==> config.mk <==
export PLATFORM = sky130hd
export DESIGN_NAME = rpc_config
export DESIGN_NICKNAME = d
export VERILOG_FILES = /design/src/core/rpc_pkg.sv /design/src/core/rpc_config.sv /design/src/core/rpc_pin_stage.sv
export SDC_FILE = /design/constraint.sdc
export NUM_CORES = 1
export LEC_CHECK = 0
export ABC_AREA = 1
export BUFFER_PORTS_ARGS = -buffer_cell sky130_fd_sc_hd__buf_2
export CAP_MARGIN = 20
export CORE_MARGIN = 1.5
export CORE_UTILIZATION = 40
export DETAILED_ROUTE_END_ITERATION = 10
export GPL_ROUTABILITY_DRIVEN = 0
export GPL_TIMING_DRIVEN = 0
export MAX_ROUTING_LAYER = met4
export PLACE_DENSITY = 0.65
export SKIP_LAST_GASP = 1
export SLEW_MARGIN = 20
export SYNTH_ARGS = -nofsm -noshare
export SYNTH_HDL_FRONTEND = slang
export SYNTH_SLANG_ARGS = --single-unit
==> constraint.sdc <==
create_clock -name mclk -period 2.35 [get_ports mclk]
set_clock_uncertainty 0.2 [all_clocks]
set_input_delay 0 -clock mclk [delete_from_list [all_inputs] [get_ports mclk]]
set_output_delay 0 -clock mclk [all_outputs]
set_load 0.005 [all_outputs]
==> src/core/rpc_pkg.sv <==
// What this block does
// Bit 6 of each pin register inverts pin
// Pin two select resets to 0x29
// Pin one select resets to 0x2E
// Pin zero select resets to 0x3F
// Pin one bit 7 sets drive strength
// Pin zero bit 7 enables temperature sensor
// Host parks pins two, zero high-impedance
// Host writes zero to reserved threshold bits
// Threshold reached when count at least threshold
// One setting N gives both thresholds
// Sync word high byte resets to 0xD3
// Sync word low byte resets to 0x91
// Registers keep contents through sleep
// Serial port access, burst across addresses
// Invert after select, never on high-impedance
package rpc_pkg;

  localparam int unsigned NUM_REGS = 6;
  localparam int unsigned NUM_PINS = 3;

  localparam logic [5:0] ADDR_PIN2 = 6'h00;
  localparam logic [5:0] ADDR_PIN1 = 6'h01;
  localparam logic [5:0] ADDR_PIN0 = 6'h02;
  localparam logic [5:0] ADDR_THRESHOLD = 6'h03;
  localparam logic [5:0] ADDR_SYNC_HIGH = 6'h04;
  localparam logic [5:0] ADDR_SYNC_LOW = 6'h05;
  localparam logic [5:0] ADDR_LAST = 6'h05;

  localparam logic [7:0] RESET_PIN2 = 8'h29;
  localparam logic [7:0] RESET_PIN1 = 8'h2E;
  localparam logic [7:0] RESET_PIN0 = 8'h3F;
  localparam logic [7:0] RESET_THRESHOLD = 8'h07;
  localparam logic [7:0] RESET_SYNC_HIGH = 8'hD3;
  localparam logic [7:0] RESET_SYNC_LOW = 8'h91;

  localparam int unsigned BIT_INVERT = 6;
  localparam int unsigned BIT_DRIVE = 7;
  localparam int unsigned BIT_TEMP = 7;
  localparam int unsigned BIT_READ = 7;
  localparam int unsigned BIT_BURST = 6;
  localparam logic [7:0] PIN2_WRITE_MASK = 8'h7F;

  localparam logic [5:0] SEL_HIGH_Z = 6'h2E;
  localparam logic [6:0] TX_THRESHOLD_BASE = 7'h3D;
  localparam logic [4:0] RX_THRESHOLD_STEP = 5'h01;

  typedef struct packed {
    logic sclk;
    logic csn_n;
    logic si;
  } rpc_spi_in_t;

  typedef struct packed {
    logic [NUM_PINS-1:0] out;
    logic [NUM_PINS-1:0] oe;
  } rpc_pins_t;

  typedef struct packed {
    logic [6:0] tx_bytes;
    logic [6:0] rx_bytes;
  } rpc_fill_t;

endpackage

==> src/core/rpc_config.sv <==
module rpc_config
(
  input wire logic mclk,
  input wire logic reset_n,
  input wire rpc_pkg::rpc_spi_in_t spi_in,
  output logic spi_so,
  output logic spi_so_oe,
  input wire logic [63:0] internal_signals,
  output rpc_pkg::rpc_pins_t pins,
  output logic pin_drive_strength,
  output logic temp_sensor_enable,
  input wire rpc_pkg::rpc_fill_t fill,
  output logic tx_threshold_reached,
  output logic rx_threshold_reached,
  output logic [15:0] sync_word
);
  import rpc_pkg::*;

  // Gray order idle, header, data, done: one bit flips per step
  typedef enum logic [1:0] {
    PHASE_IDLE = 2'b00,
    PHASE_HEADER = 2'b01,
    PHASE_DATA = 2'b11,
    PHASE_DONE = 2'b10
  } rpc_phase_t;

  typedef struct packed {
    logic [2:0] sclk_sync;
    logic [1:0] csn_sync;
    logic [1:0] si_sync;
    logic [2:0] bit_count;
    rpc_phase_t phase;
    logic is_read;
    logic is_burst;
    logic [5:0] addr;
    logic [7:0] shift_in;
    logic [7:0] shift_out;
    logic so;
    logic so_oe;
    logic tx_hit;
    logic rx_hit;
    logic [NUM_REGS-1:0][7:0] regs;
  } rpc_state_t;

  rpc_state_t state;
  rpc_state_t next_state;

  logic sclk_rise;
  logic sclk_fall;
  logic csn_active;
  logic [7:0] byte_in;
  logic [5:0] next_addr;
  logic [3:0] queue_fill_threshold;
  logic [6:0] tx_threshold;
  logic [6:0] rx_threshold;

  function automatic logic [7:0] read_reg(input rpc_state_t s, input logic [5:0] a);
    // Unmapped addresses read zero instead of aliasing onto the six registers
    read_reg = 8'h00;
    if (a <= ADDR_LAST)
    begin
      read_reg = s.regs[a[2:0]];
    end
  endfunction

  function automatic logic [7:0] write_value(input logic [5:0] a, input logic [7:0] d);
    // Top bit of the pin two register is reserved and always reads zero
    write_value = d;
    if (a == ADDR_PIN2)
    begin
      write_value = d & PIN2_WRITE_MASK;
    end
  endfunction

  ////////////////////////////////////////////////////////////////////////////
  // Serial edges, all taken from second-stage or later flops
  // Stage three only feeds the edge compare, so si and sclk stay aligned

  assign sclk_rise = state.sclk_sync[1] & ~state.sclk_sync[2];
  assign sclk_fall = ~state.sclk_sync[1] & state.sclk_sync[2];
  assign csn_active = ~state.csn_sync[1];
  assign byte_in = {state.shift_in[6:0], state.si_sync[1]};
  assign next_addr = state.is_burst ? 6'(state.addr + 6'h01) : state.addr;

  ////////////////////////////////////////////////////////////////////////////
  // Thresholds
  // Both bounds follow one four-bit setting; upper bits are stored only

  assign queue_fill_threshold = state.regs[ADDR_THRESHOLD][3:0];
  assign tx_threshold = 7'(TX_THRESHOLD_BASE - {1'b0, queue_fill_threshold, 2'b00});
  assign rx_threshold = {({1'b0, queue_fill_threshold} + RX_THRESHOLD_STEP), 2'b00};

  always_comb
  begin
    next_state = state;
    next_state.sclk_sync = {state.sclk_sync[1:0], spi_in.sclk};
    next_state.csn_sync = {state.csn_sync[0], spi_in.csn_n};
    next_state.si_sync = {state.si_sync[0], spi_in.si};
    // Flags registered so a new setting and a new count settle together
    next_state.tx_hit = (fill.tx_bytes >= tx_threshold);
    next_state.rx_hit = (fill.rx_bytes >= rx_threshold);

    if (!csn_active)
    begin
      // Deselect aborts any partial byte; registers stay untouched
      next_state.phase = PHASE_IDLE;
      next_state.bit_count = 3'h0;
      next_state.shift_out = 8'h00;
      next_state.so = 1'b0;
      next_state.so_oe = 1'b0;
    end
    else
    begin
      next_state.so_oe = 1'b1;
      if (state.phase == PHASE_IDLE)
      begin
        next_state.phase = PHASE_HEADER;
      end
      if (sclk_rise)
      begin
        next_state.shift_in = byte_in;
        next_state.bit_count = 3'(state.bit_count + 3'h1);
      end
      if (sclk_rise && state.bit_count == 3'h7)
      begin
        unique case (state.phase)
          PHASE_IDLE,
          PHASE_HEADER:
          begin
            next_state.phase = PHASE_DATA;
            next_state.is_read = byte_in[BIT_READ];
            next_state.is_burst = byte_in[BIT_BURST];
            next_state.addr = byte_in[5:0];
            if (byte_in[BIT_READ])
            begin
              next_state.shift_out = read_reg(state, byte_in[5:0]);
            end
          end
          PHASE_DATA:
          begin
            // Single access stops after one byte; burst walks addresses
            next_state.phase = state.is_burst ? PHASE_DATA : PHASE_DONE;
            next_state.addr = next_addr;
            if (!state.is_read && state.addr <= ADDR_LAST)
            begin
              next_state.regs[state.addr[2:0]] = write_value(state.addr, byte_in);
            end
            if (state.is_read)
            begin
              next_state.shift_out = state.is_burst ? read_reg(state, next_addr) : 8'h00;
            end
          end
          PHASE_DONE:
          begin
            // Extra bytes of a single access are clocked in and dropped
            next_state.phase = PHASE_DONE;
          end
        endcase
      end
      if (sclk_fall)
      begin
        next_state.so = state.shift_out[7];
        next_state.shift_out = {state.shift_out[6:0], 1'b0};
      end
    end
  end

  ////////////////////////////////////////////////////////////////////////////
  // No sleep input exists: contents only change by reset or host writes

  always_ff @(posedge mclk or negedge reset_n)
  begin
    if (!reset_n)
    begin
      state <= '0;
      state.sclk_sync <= 3'h0;
      state.csn_sync <= 2'h3;
      state.phase <= PHASE_IDLE;
      state.regs[ADDR_PIN2] <= RESET_PIN2;
      state.regs[ADDR_PIN1] <= RESET_PIN1;
      state.regs[ADDR_PIN0] <= RESET_PIN0;
      state.regs[ADDR_THRESHOLD] <= RESET_THRESHOLD;
      state.regs[ADDR_SYNC_HIGH] <= RESET_SYNC_HIGH;
      state.regs[ADDR_SYNC_LOW] <= RESET_SYNC_LOW;
    end
    else
    begin
      state <= next_state;
    end
  end

  ////////////////////////////////////////////////////////////////////////////
  // Output pins, index 0..2 maps to registers at 2..0

  genvar gi;
  generate
    // Each stage registers its pin, so pin outputs come straight from flops
    for (gi = 0; gi < NUM_PINS; gi++)
    begin : g_pin
      rpc_pin_stage u_stage
      (
        .mclk(mclk),
        .reset_n(reset_n),
        .select(state.regs[ADDR_PIN0 - 6'(gi)][5:0]),
        .invert(state.regs[ADDR_PIN0 - 6'(gi)][BIT_INVERT]),
        .signals(internal_signals),
        .pin_out(pins.out[gi]),
        .pin_oe(pins.oe[gi])
      );
    end
  endgenerate

  ////////////////////////////////////////////////////////////////////////////
  // Port outputs

  assign spi_so = state.so;
  assign spi_so_oe = state.so_oe;
  assign pin_drive_strength = state.regs[ADDR_PIN1][BIT_DRIVE];
  assign temp_sensor_enable = state.regs[ADDR_PIN0][BIT_TEMP];
  assign tx_threshold_reached = state.tx_hit;
  assign rx_threshold_reached = state.rx_hit;
  assign sync_word = {state.regs[ADDR_SYNC_HIGH], state.regs[ADDR_SYNC_LOW]};

endmodule

==> src/core/rpc_pin_stage.sv <==
module rpc_pin_stage
(
  input wire logic mclk,
  input wire logic reset_n,
  input wire logic [5:0] select,
  input wire logic invert,
  input wire logic [63:0] signals,
  output logic pin_out,
  output logic pin_oe
);
  import rpc_pkg::*;

  typedef struct packed {
    logic out;
    logic oe;
  } rpc_pin_state_t;

  rpc_pin_state_t state;
  rpc_pin_state_t next_state;

  always_comb
  begin
    next_state.oe = (select != SEL_HIGH_Z);
    // Parked pin drives low internally so nothing toggles behind a disabled driver
    next_state.out = next_state.oe ? (signals[select] ^ invert) : 1'b0;
  end

  always_ff @(posedge mclk or negedge reset_n)
  begin
    if (!reset_n)
    begin
      state <= '0;
    end
    else
    begin
      state <= next_state;
    end
  end

  assign pin_out = state.out;
  assign pin_oe = state.oe;

endmodule

==> results of run 1 <==
==> cell usage in the layout (no fill, tap or decap), types with 8 or more instances in the layout <==
cell type,count
ha_1,16
buf_4,43
inv_1,94
clkbuf_1,18
a21oi_1,77
nand2_1,315
dfrtp_1,66
nand3_1,153
dfstp_2,26
nand4_1,9
buf_2,117
dlygate4sd3_1,11
clkbuf_16,9
o211ai_1,15
o21ai_0,106
nor2_1,59
a31oi_1,8
clkbuf_2,14
==> worst reg2reg max path, delay by kind of cell, from the launching register on <==
family | cells | cell delay (ps)
buf+inv | 1 | 110
fa+ha+maj | 1 | 190
simple gates | 9 | 1290
flops | 1 | 450
==> registers in the layout (all words and copies together) (netlist names), 3 cells and up <==
name / count
byte_in: 8
state: 49
sync_word: 16
g_pin.u_stage.pin_oe: 3
g_pin.u_stage.pin_out: 3
next_state: 4
queue_fill_threshold: 4
==> power groups by stage <==
stage | registers, mW | logic [mW] | clock network (mW)
final | 1.69 | 0.694 | 1.40
after global routing | 1.69 | 0.755 | 1.50
after CTS | 1.69 | 0.676 | 1.44
after detailed placement | 1.72 | 0.655 | 0
after global placement | 1.72 | 0.645 | 0
after floorplan | 1.71 | 0.343 | 0
==> synth_stat cells <==
library cell    n  area share, %
nand4_1         9           0.81
nor2_4          1           0.16
o21bai_1        2           0.22
ha_1           16            2.9
nor3_1          4           0.29
a211oi_1        6           0.65
buf_2           7           0.51
inv_1         101            5.5
nand2_1       320             17
o22ai_1         1          0.091
o21ai_0       109            7.9
xnor2_1         1           0.13
a21oi_1        77            5.6
nor2_1         62            3.4
buf_1           4           0.22
xor2_1          3           0.38
or2_2           3           0.27
o21ai_1         1          0.072
buf_6           1           0.16
nor4_4          1           0.31
clkinv_1        4           0.22
nand3_1       159             12
dfrtp_1        67             24
inv_2           1          0.054
o21a_1          2           0.22
o211ai_1       15            1.6
clkbuf_1       37            2.0
o31ai_1         1           0.11
o2111ai_1       1           0.13
dfstp_2        26            9.9
a31oi_1         8           0.72
buf_4          22            2.4
==> routing by layer <==
layer,GRT usage [%],up-vias,wire length (um)
met5,-,-,0
met4,12.5,0,1100
met3,4.35,78,2350
li1,-,3833,-
met2,46.1,473,11800
met1,37.5,3688,10600
==> logic make-up (layout without fill, tap and decap cells) <==
logic type / count (synthesis) / after routing
AOI/OAI and AO/OA: 223 / 223
xor gates and xnor gates: 4 / 4
adders and majority gates: 16 / 16
buffers and inverters: 177 / 333
DFF: 93 / 93
and+or+nand+nor: 559 / 559
==> final cells by class <==
type	instances	area, um^2	share of cell area [%]
clock inverters	5	35.0	0.415
well taps	220	275	3.26
repair inverters	1	7.51	0.0889
inverters	106	408	4.83
repair buffers	143	861	10.2
clock buffers	11	253	2.99
multi-input cells	802	3860	45.7
plain buffers	67	384	4.55
flip-flops and latches	93	2360	27.9
==> how the worst max path moves through the flow <==
stage          depth (start not counted)                                  to  slack [ps]
2_1_floorplan                         12               state[53]$_DFFE_PN0P_         220
3_3_place_gp                          11               state[55]$_DFFE_PN0P_        -540
3_5_place_dp                          11               state[55]$_DFFE_PN0P_        -550
4_1_cts                               11  g_pin[1].u_stage.pin_out$_DFF_PN0_          20
5_1_grt                               12               state[58]$_DFFE_PN0P_        -100
6_report                              11               state[58]$_DFFE_PN0P_          70
==> repair_timing <==
action	4_1_cts	5_1_grt
endpoints found under the setup margin	61	79
pin swaps	8	5
cloned	0	1
setup buffers	9	11
hold buffers	12	0
resized for setup	22	50
endpoints found under the hold margin	98	0
==> per-stage QoR <==
step | instances | hold WS, ps | worst slack [ps] | power, mW
6_report | 1448 | 25.1 | 66.3 | 3.78
3_5_place_dp | 1403 | -328 | -551 | 2.37
3_3_place_gp | 1402 | -93.8 | -542 | 2.36
4_1_cts | 1438 | 8.95 | 23.6 | 3.80
5_1_grt | 1448 | 67.5 | -95.2 | 3.95
2_1_floorplan | 1072 | -496 | 224 | 2.05
==> results.md, run 1 <==
- Crit path kind: reg -> reg
- Worst Hold Launch: fill[3]
- Worst r2r src: state[68]$_DFFE_PN0P_
- Final Setup Violations: 0
- Vias in the first global route: 7305
- Clock transition at the registers of the reported paths: 70 ps
- Status: finished clean
- Cts bufs inserted: 9
- Endpoint, Worst Hold: rx_threshold_reached$_DFF_PN0_
- Sw Ratio: 29.8%
- Die ar.: 0.0181 mm^2
- Post-Syn Area: 0.00691 mm^2
- Final nets: 1322
- IO buf count: 110
- Final Core Density: 50.4%
- Simple-gate share of the synthesized area: 34.1%
- Final period utilization: 97.2%
- VDD IR max: 354 uV
- Initial antenna violation count: 0
- Register bit total from synthesis: 93
- Max Slew Vio Count: 0
- Hpwl dp: 18600 um
- Boundary pin count: 111
- GRT Total Usage: 29.2%
- Ys Warns: 0
- Slew headroom: 37.4%
- Starting Density: 41.2%
- Post-Synth Adder-Cell Area: 2.90%
- Gate power share: 18.4%
- Worst-Skew Late Latency: 360 ps
- DIE HEIGHT: 134 um
- Initial DRC count: 945
- Final WL: 25800 um
- CTS Sinks: 93
- Final Hold Vio Count: 0
- Post-synthesis sequential area ratio: 34.1%
- Worst slew pin tran: 929 ps
- Crit path launch type: flop
- Detailed-router iteration count before antenna repair: 5
- Final min period: 2280 ps
- Post-Synthesis Cells: 1072
- Max-cap viol count: 0
- Die Wd: 134 um
- Critical path, cell by cell: ha_1, nand3_1, nand2_2, inv_4, nand2_1, nand3_2, nor2_4, nand3_1, nand2_1, nand2_1, nand2_1
- Antenna Nets Post-Route: 0
- WL/cell: 17.8 um
- Vias: 8072
- Combinational family with the most area after synthesis: simple AND/OR/NAND/NOR gates
- Critical path's most frequent cell: nand2_1
- Core area: 0.0168 mm^2
- Clock power frac: 36.9%
- Post-Synth XOR/XNOR Area: 0.507%
- Crit-path slowest cell: dfrtp_2
- Worst endpoint required time: 2440 ps
- Yosys cell types: 32
- Via density: 5.57
- Critical path origin: state[68]$_DFFE_PN0P_
- Max clock buf depth: 2
- Syn nets: 1171
- Drt drc: 0
- Crit Path Max Fanout: 10
- DP Area: 0.00777 mm^2
- Power density over cell area: 448 mW/mm^2
- Site Rows: 47
- Share of cells above drive strength 1: 20.6%
- CP peak stage delay: 450 ps
- Hold Path Depth: 6
- Fmax: 438 MHz
- CP bufs+invs: 1
- Reg-to-reg critical path endpoint: state[58]$_DFFE_PN0P_
- Net switching power: 1.13 mW
- RSZ-0062 raised after global routing: true
- R2r worst-path depth: 11
- Reported leakage power: 4.10 nW
- Mean area per synthesized cell: 6.45 um^2
- Layout Area Growth over Synthesis: 22.2%
- Finished Cell Area: 0.00845 mm^2
- Gr ovfl total: 0
- Antenna cells: 0
- Internal power: 2.65 mW
- CTS tree: yes
- Crit end category: flop
- Crit path max-delay family: simple AND/OR/NAND/NOR gates
- Flop pwr share: 44.7%
- First-pass GRT wire length: 39600 um
- Largest net degree at the start of global routing: 71
- Critical Path AT: 2380 ps
- Synth Area in Compound Gates: 17.3%
- R2R Setup Slk: 70 ps
- CTS HTree Levels: 3
- Setup tns final: 0 ps
- Mux cell area share after synthesis: 0%
- Worst min path class: in -> reg
- # fillers: 1746
- Root Driver: clkbuf_16
(Power assumes the default switching activity.)
==> run 2, diff against run 1 <==
--- a/config.mk
+++ b/config.mk
@@ -5,7 +5,7 @@
 export SDC_FILE = /design/constraint.sdc
 export NUM_CORES = 1
 export LEC_CHECK = 0
-export ABC_AREA = 1
+export ABC_AREA = 0
 export BUFFER_PORTS_ARGS = -buffer_cell sky130_fd_sc_hd__buf_2
 export CAP_MARGIN = 20
 export CORE_MARGIN = 1.5
==> run 2 against run 1 <==
Against the previous run: the flow now finishes with violations (negative setup slack); routed wire length is 25% lower; synthesized cell count down 48%; first-iteration DRC count decreased by 51%; worst setup slack worse by 290 ps; non-clock buffer count up 14; hold slack improved by 38 ps; design area rose by 3.5%; critical path type unchanged.
==> results.md, run 2 <==
- Failing checks: negative setup slack
- Largest net degree at the start of global routing: 61 (-14%)
- Clock transition at the registers of the reported paths: 60 ps (about the same)
- Crit path launch type: flop
- Most frequent cells in the layout: 112 x buf_2, 66 x mux4_2, 65 x dfrtp_1
- Register bit total from synthesis: 93 (unchanged)
- RSZ-0062 raised after global routing: true
- Fmax: 388 MHz (-11%)
- Total power draw: 3.87 mW (+2.3%)
- Share of cells above drive strength 1: 55.9% (+35 points)
- Post-Syn Area: 0.00668 mm^2 (-3.3%)
- Worst slew pin tran: 647 ps (-282 ps)
- Site Rows: 47 (unchanged)
- Crit path kind: reg -> reg
- Core area: 0.0165 mm^2 (-1.8%)
- Critical path's most frequent cell: mux4_2
- Vias: 5517 (-32%)
- Grt met3 use: 5.34% (+0.99 points)
- Cts bufs inserted: 9 (unchanged)
- Worst-Skew Late Latency: 340 ps (-20 ps)
- Top cells by count, synth: 67 x dfrtp_1, 66 x mux4_2, 56 x mux2_2
- Largest area contributor in the netlist: dfrtp_1
- Dpl ws: -569 ps (-17.3 ps)
- Final WL: 19300 um (-25%)
- Max-cap viol count: 0 (unchanged)
- Yosys cell types: 52 (+63%)
- Gr ovfl total: 0 (unchanged)
- Most used DFF post-synth: dfrtp_1
- Layout Area Growth over Synthesis: 30.8%
- Drt drc: 0 (unchanged)
- Final Core Density: 53.1% (+2.7 points)
- Commonest non-fill, non-tap cell in the layout: buf_2
- Status: finished with violations
- Final Hold Vio Count: 0 (unchanged)
- Die Wd: 132 um (-1.6%)
- GRT Total Usage: 22.5% (-6.7 points)
- Crit end category: flop
- Post-Synthesis Cells: 553 (-48%)
- DIE HEIGHT: 132 um (-1.6%)
- Ys Warns: 0 (unchanged)
- Syn nets: 652 (-44%)
- Met2 Use GR: 37.3% (-8.8 points)
- Via density: 5.81 (+4.2%)
- Root Driver: clkbuf_16
- Mean area per synthesized cell: 12.1 um^2 (+87%)
- Post-synthesis sequential area ratio: 35.3% (+1.2 points)
- Crit-path slowest cell: dfstp_2
- Final nets: 824 (-38%)
- Grt met1 use: 27.3% (-10 points)
- CP peak stage delay: 580 ps (+130 ps)
- Count leader, synth: dfrtp_1
- WL/cell: 20.3 um (+14%)
- Die ar.: 0.0175 mm^2 (-3.2%)
- Max Slew Vio Count: 0 (unchanged)
- Power density over cell area: 442 mW/mm^2 (-1.2%)
- Synth async-reset ratio: 100% (unchanged)
- Top reg by flops: state
- Final period utilization: 110% (+12 points)
- Initial DRC count: 460 (-51%)
- Flip-flop count of the largest register after layout: 49 (unchanged)
- Reported leakage power: 3.73 nW (-9.1%)
- IO buf count: 110 (unchanged)
- DP Area: 0.00760 mm^2 (-2.2%)
- Vias in the first global route: 5705 (-22%)
- Critical Path AT: 2620 ps (+240 ps)
- Antenna cells: 0 (unchanged)
- Crit Path Max Fanout: 10 (unchanged)
- Number of enable flip-flop cells after synthesis: 0 (unchanged)
- Synth top area cells: dfrtp_1 25%, mux4_2 22%, dfstp_2 10%
- Initial antenna violation count: 0 (unchanged)
- Worst endpoint required time: 2390 ps (-50 ps)
- Max clock buf depth: 2 (unchanged)
- Starting Density: 40.6% (-0.65 points)
- Final Setup Violations: 4 (+4)
- Top cell type's share of synthesized area: 25.1% (+0.83 points)
- VDD IR max: 351 uV (-0.94%)
- CTS tree: yes
- Setup ws final: -227 ps (-293 ps)
- Final min period: 2580 ps (+293 ps)
- Finished Cell Area: 0.00875 mm^2 (+3.5%)
- Detailed-router iteration count before antenna repair: 6 (+1)
- CTS HTree Levels: 3 (unchanged)
- Slew headroom: 56.9% (+19 points)
- Worst min path class: in -> async
- CTS Sinks: 93 (unchanged)
- Critical path, cell by cell: buf_12, mux4_2, mux4_2, mux2i_4, xor2_1, o31ai_1
- Busiest grt layer: met2
- First-pass GRT wire length: 29900 um (-24%)
- Antenna Nets Post-Route: 0 (unchanged)
- Hpwl dp: 13400 um (-28%)
- Boundary pin count: 111 (unchanged)
run 2: changes by cell type after synthesis, sizes merged, moves of 40 or more:
cell	delta
nor2	-40
nand3	-145
inv	-87
o21ai	-78
nand2	-288
mux4	+66
a21oi	-59
mux2	+58
run 2: worst paths after layout:
| kind | cells past startpoint | to | from | slack (ps) |
|---|---|---|---|---|
| setup / recovery | 6 | g_pin[2].u_stage.pin_out$_DFF_PN0_ | state[0]$_DFFE_PN1P_ | -230 |
| hold / removal | 2 | state[84]$_DFF_PN1_ | reset_n | 60 |
| setup reg to reg | 6 | g_pin[2].u_stage.pin_out$_DFF_PN0_ | state[0]$_DFFE_PN1P_ | -230 |
| hold reg to reg | 0 | next_state[87]$_DFF_PN0_ | next_state[86]$_DFF_PN0_ | 150 |
| max in group asynchronous | 3 | state[21]$_DFFE_PN1P_ | reset_n | 1510 |
| min in group mclk | 2 | next_state[82]$_DFF_PN0_ | spi_in[0] | 100 |
run 2: worst max-delay path: cells and delay by family, from the launching register on:
family	cells	cell delay, ps
DFF	1	580
buffers and inverters	1	160
xor gates and xnor gates	1	100
AOI/OAI and AO/OA	1	200
muxes	3	1230
run 2: power by group:
group / internal, mW / switching [mW]
Combinational: 0.291 / 0.415
Sequential: 1.67 / 0.0548
Clock: 0.850 / 0.589
Total: 2.81 / 1.06
run 2: through the flow:
| stage | setup TNS (ps) | hold slack, ps | std cells |
|---|---|---|---|
| CTS | -315 | 61.5 | 933 |
| global placement | -22630 | -94.2 | 883 |
| global route | -1170 | 65.1 | 950 |
| detailed placement | -23750 | -213 | 884 |
| finish | -360 | 62.9 | 950 |
| floorplan | -261 | -496 | 553 |
run 2: final cells by class:
class	count	area [um^2]
plain buffers	61	454
clock buffers	12	246
clock inverters	4	47.5
fillers	1400	7720
inverters	15	75.1
multi-input cells	382	4160
flip-flops and latches	93	2360
well taps	220	275
repair buffers	163	1120
run 2: kinds of logic after synthesis:
family | synth area share [%]
and+or+nand+nor | 8.52
buffers and inverters | 5.90
xor gates and xnor gates | 1.55
AOI/OAI and AO/OA | 8.87
muxes | 36.9
adders and majority gates | 3.00
DFF | 35.3
run 2: repair_timing:
action	in CTS	in global routing
pin swaps	24	22
endpoints found under the hold margin	80	0
cloned	1	0
gates resized for setup	51	51
endpoints found under the setup margin	62	59
hold buffers	11	0
buffers inserted	22	18
run 2: metal layers:
metal	share of wire, %	vias up
met1	40	2823
li1	-	2433
met5	0	-
met3	5.8	42
met4	2.1	0
met2	52	219
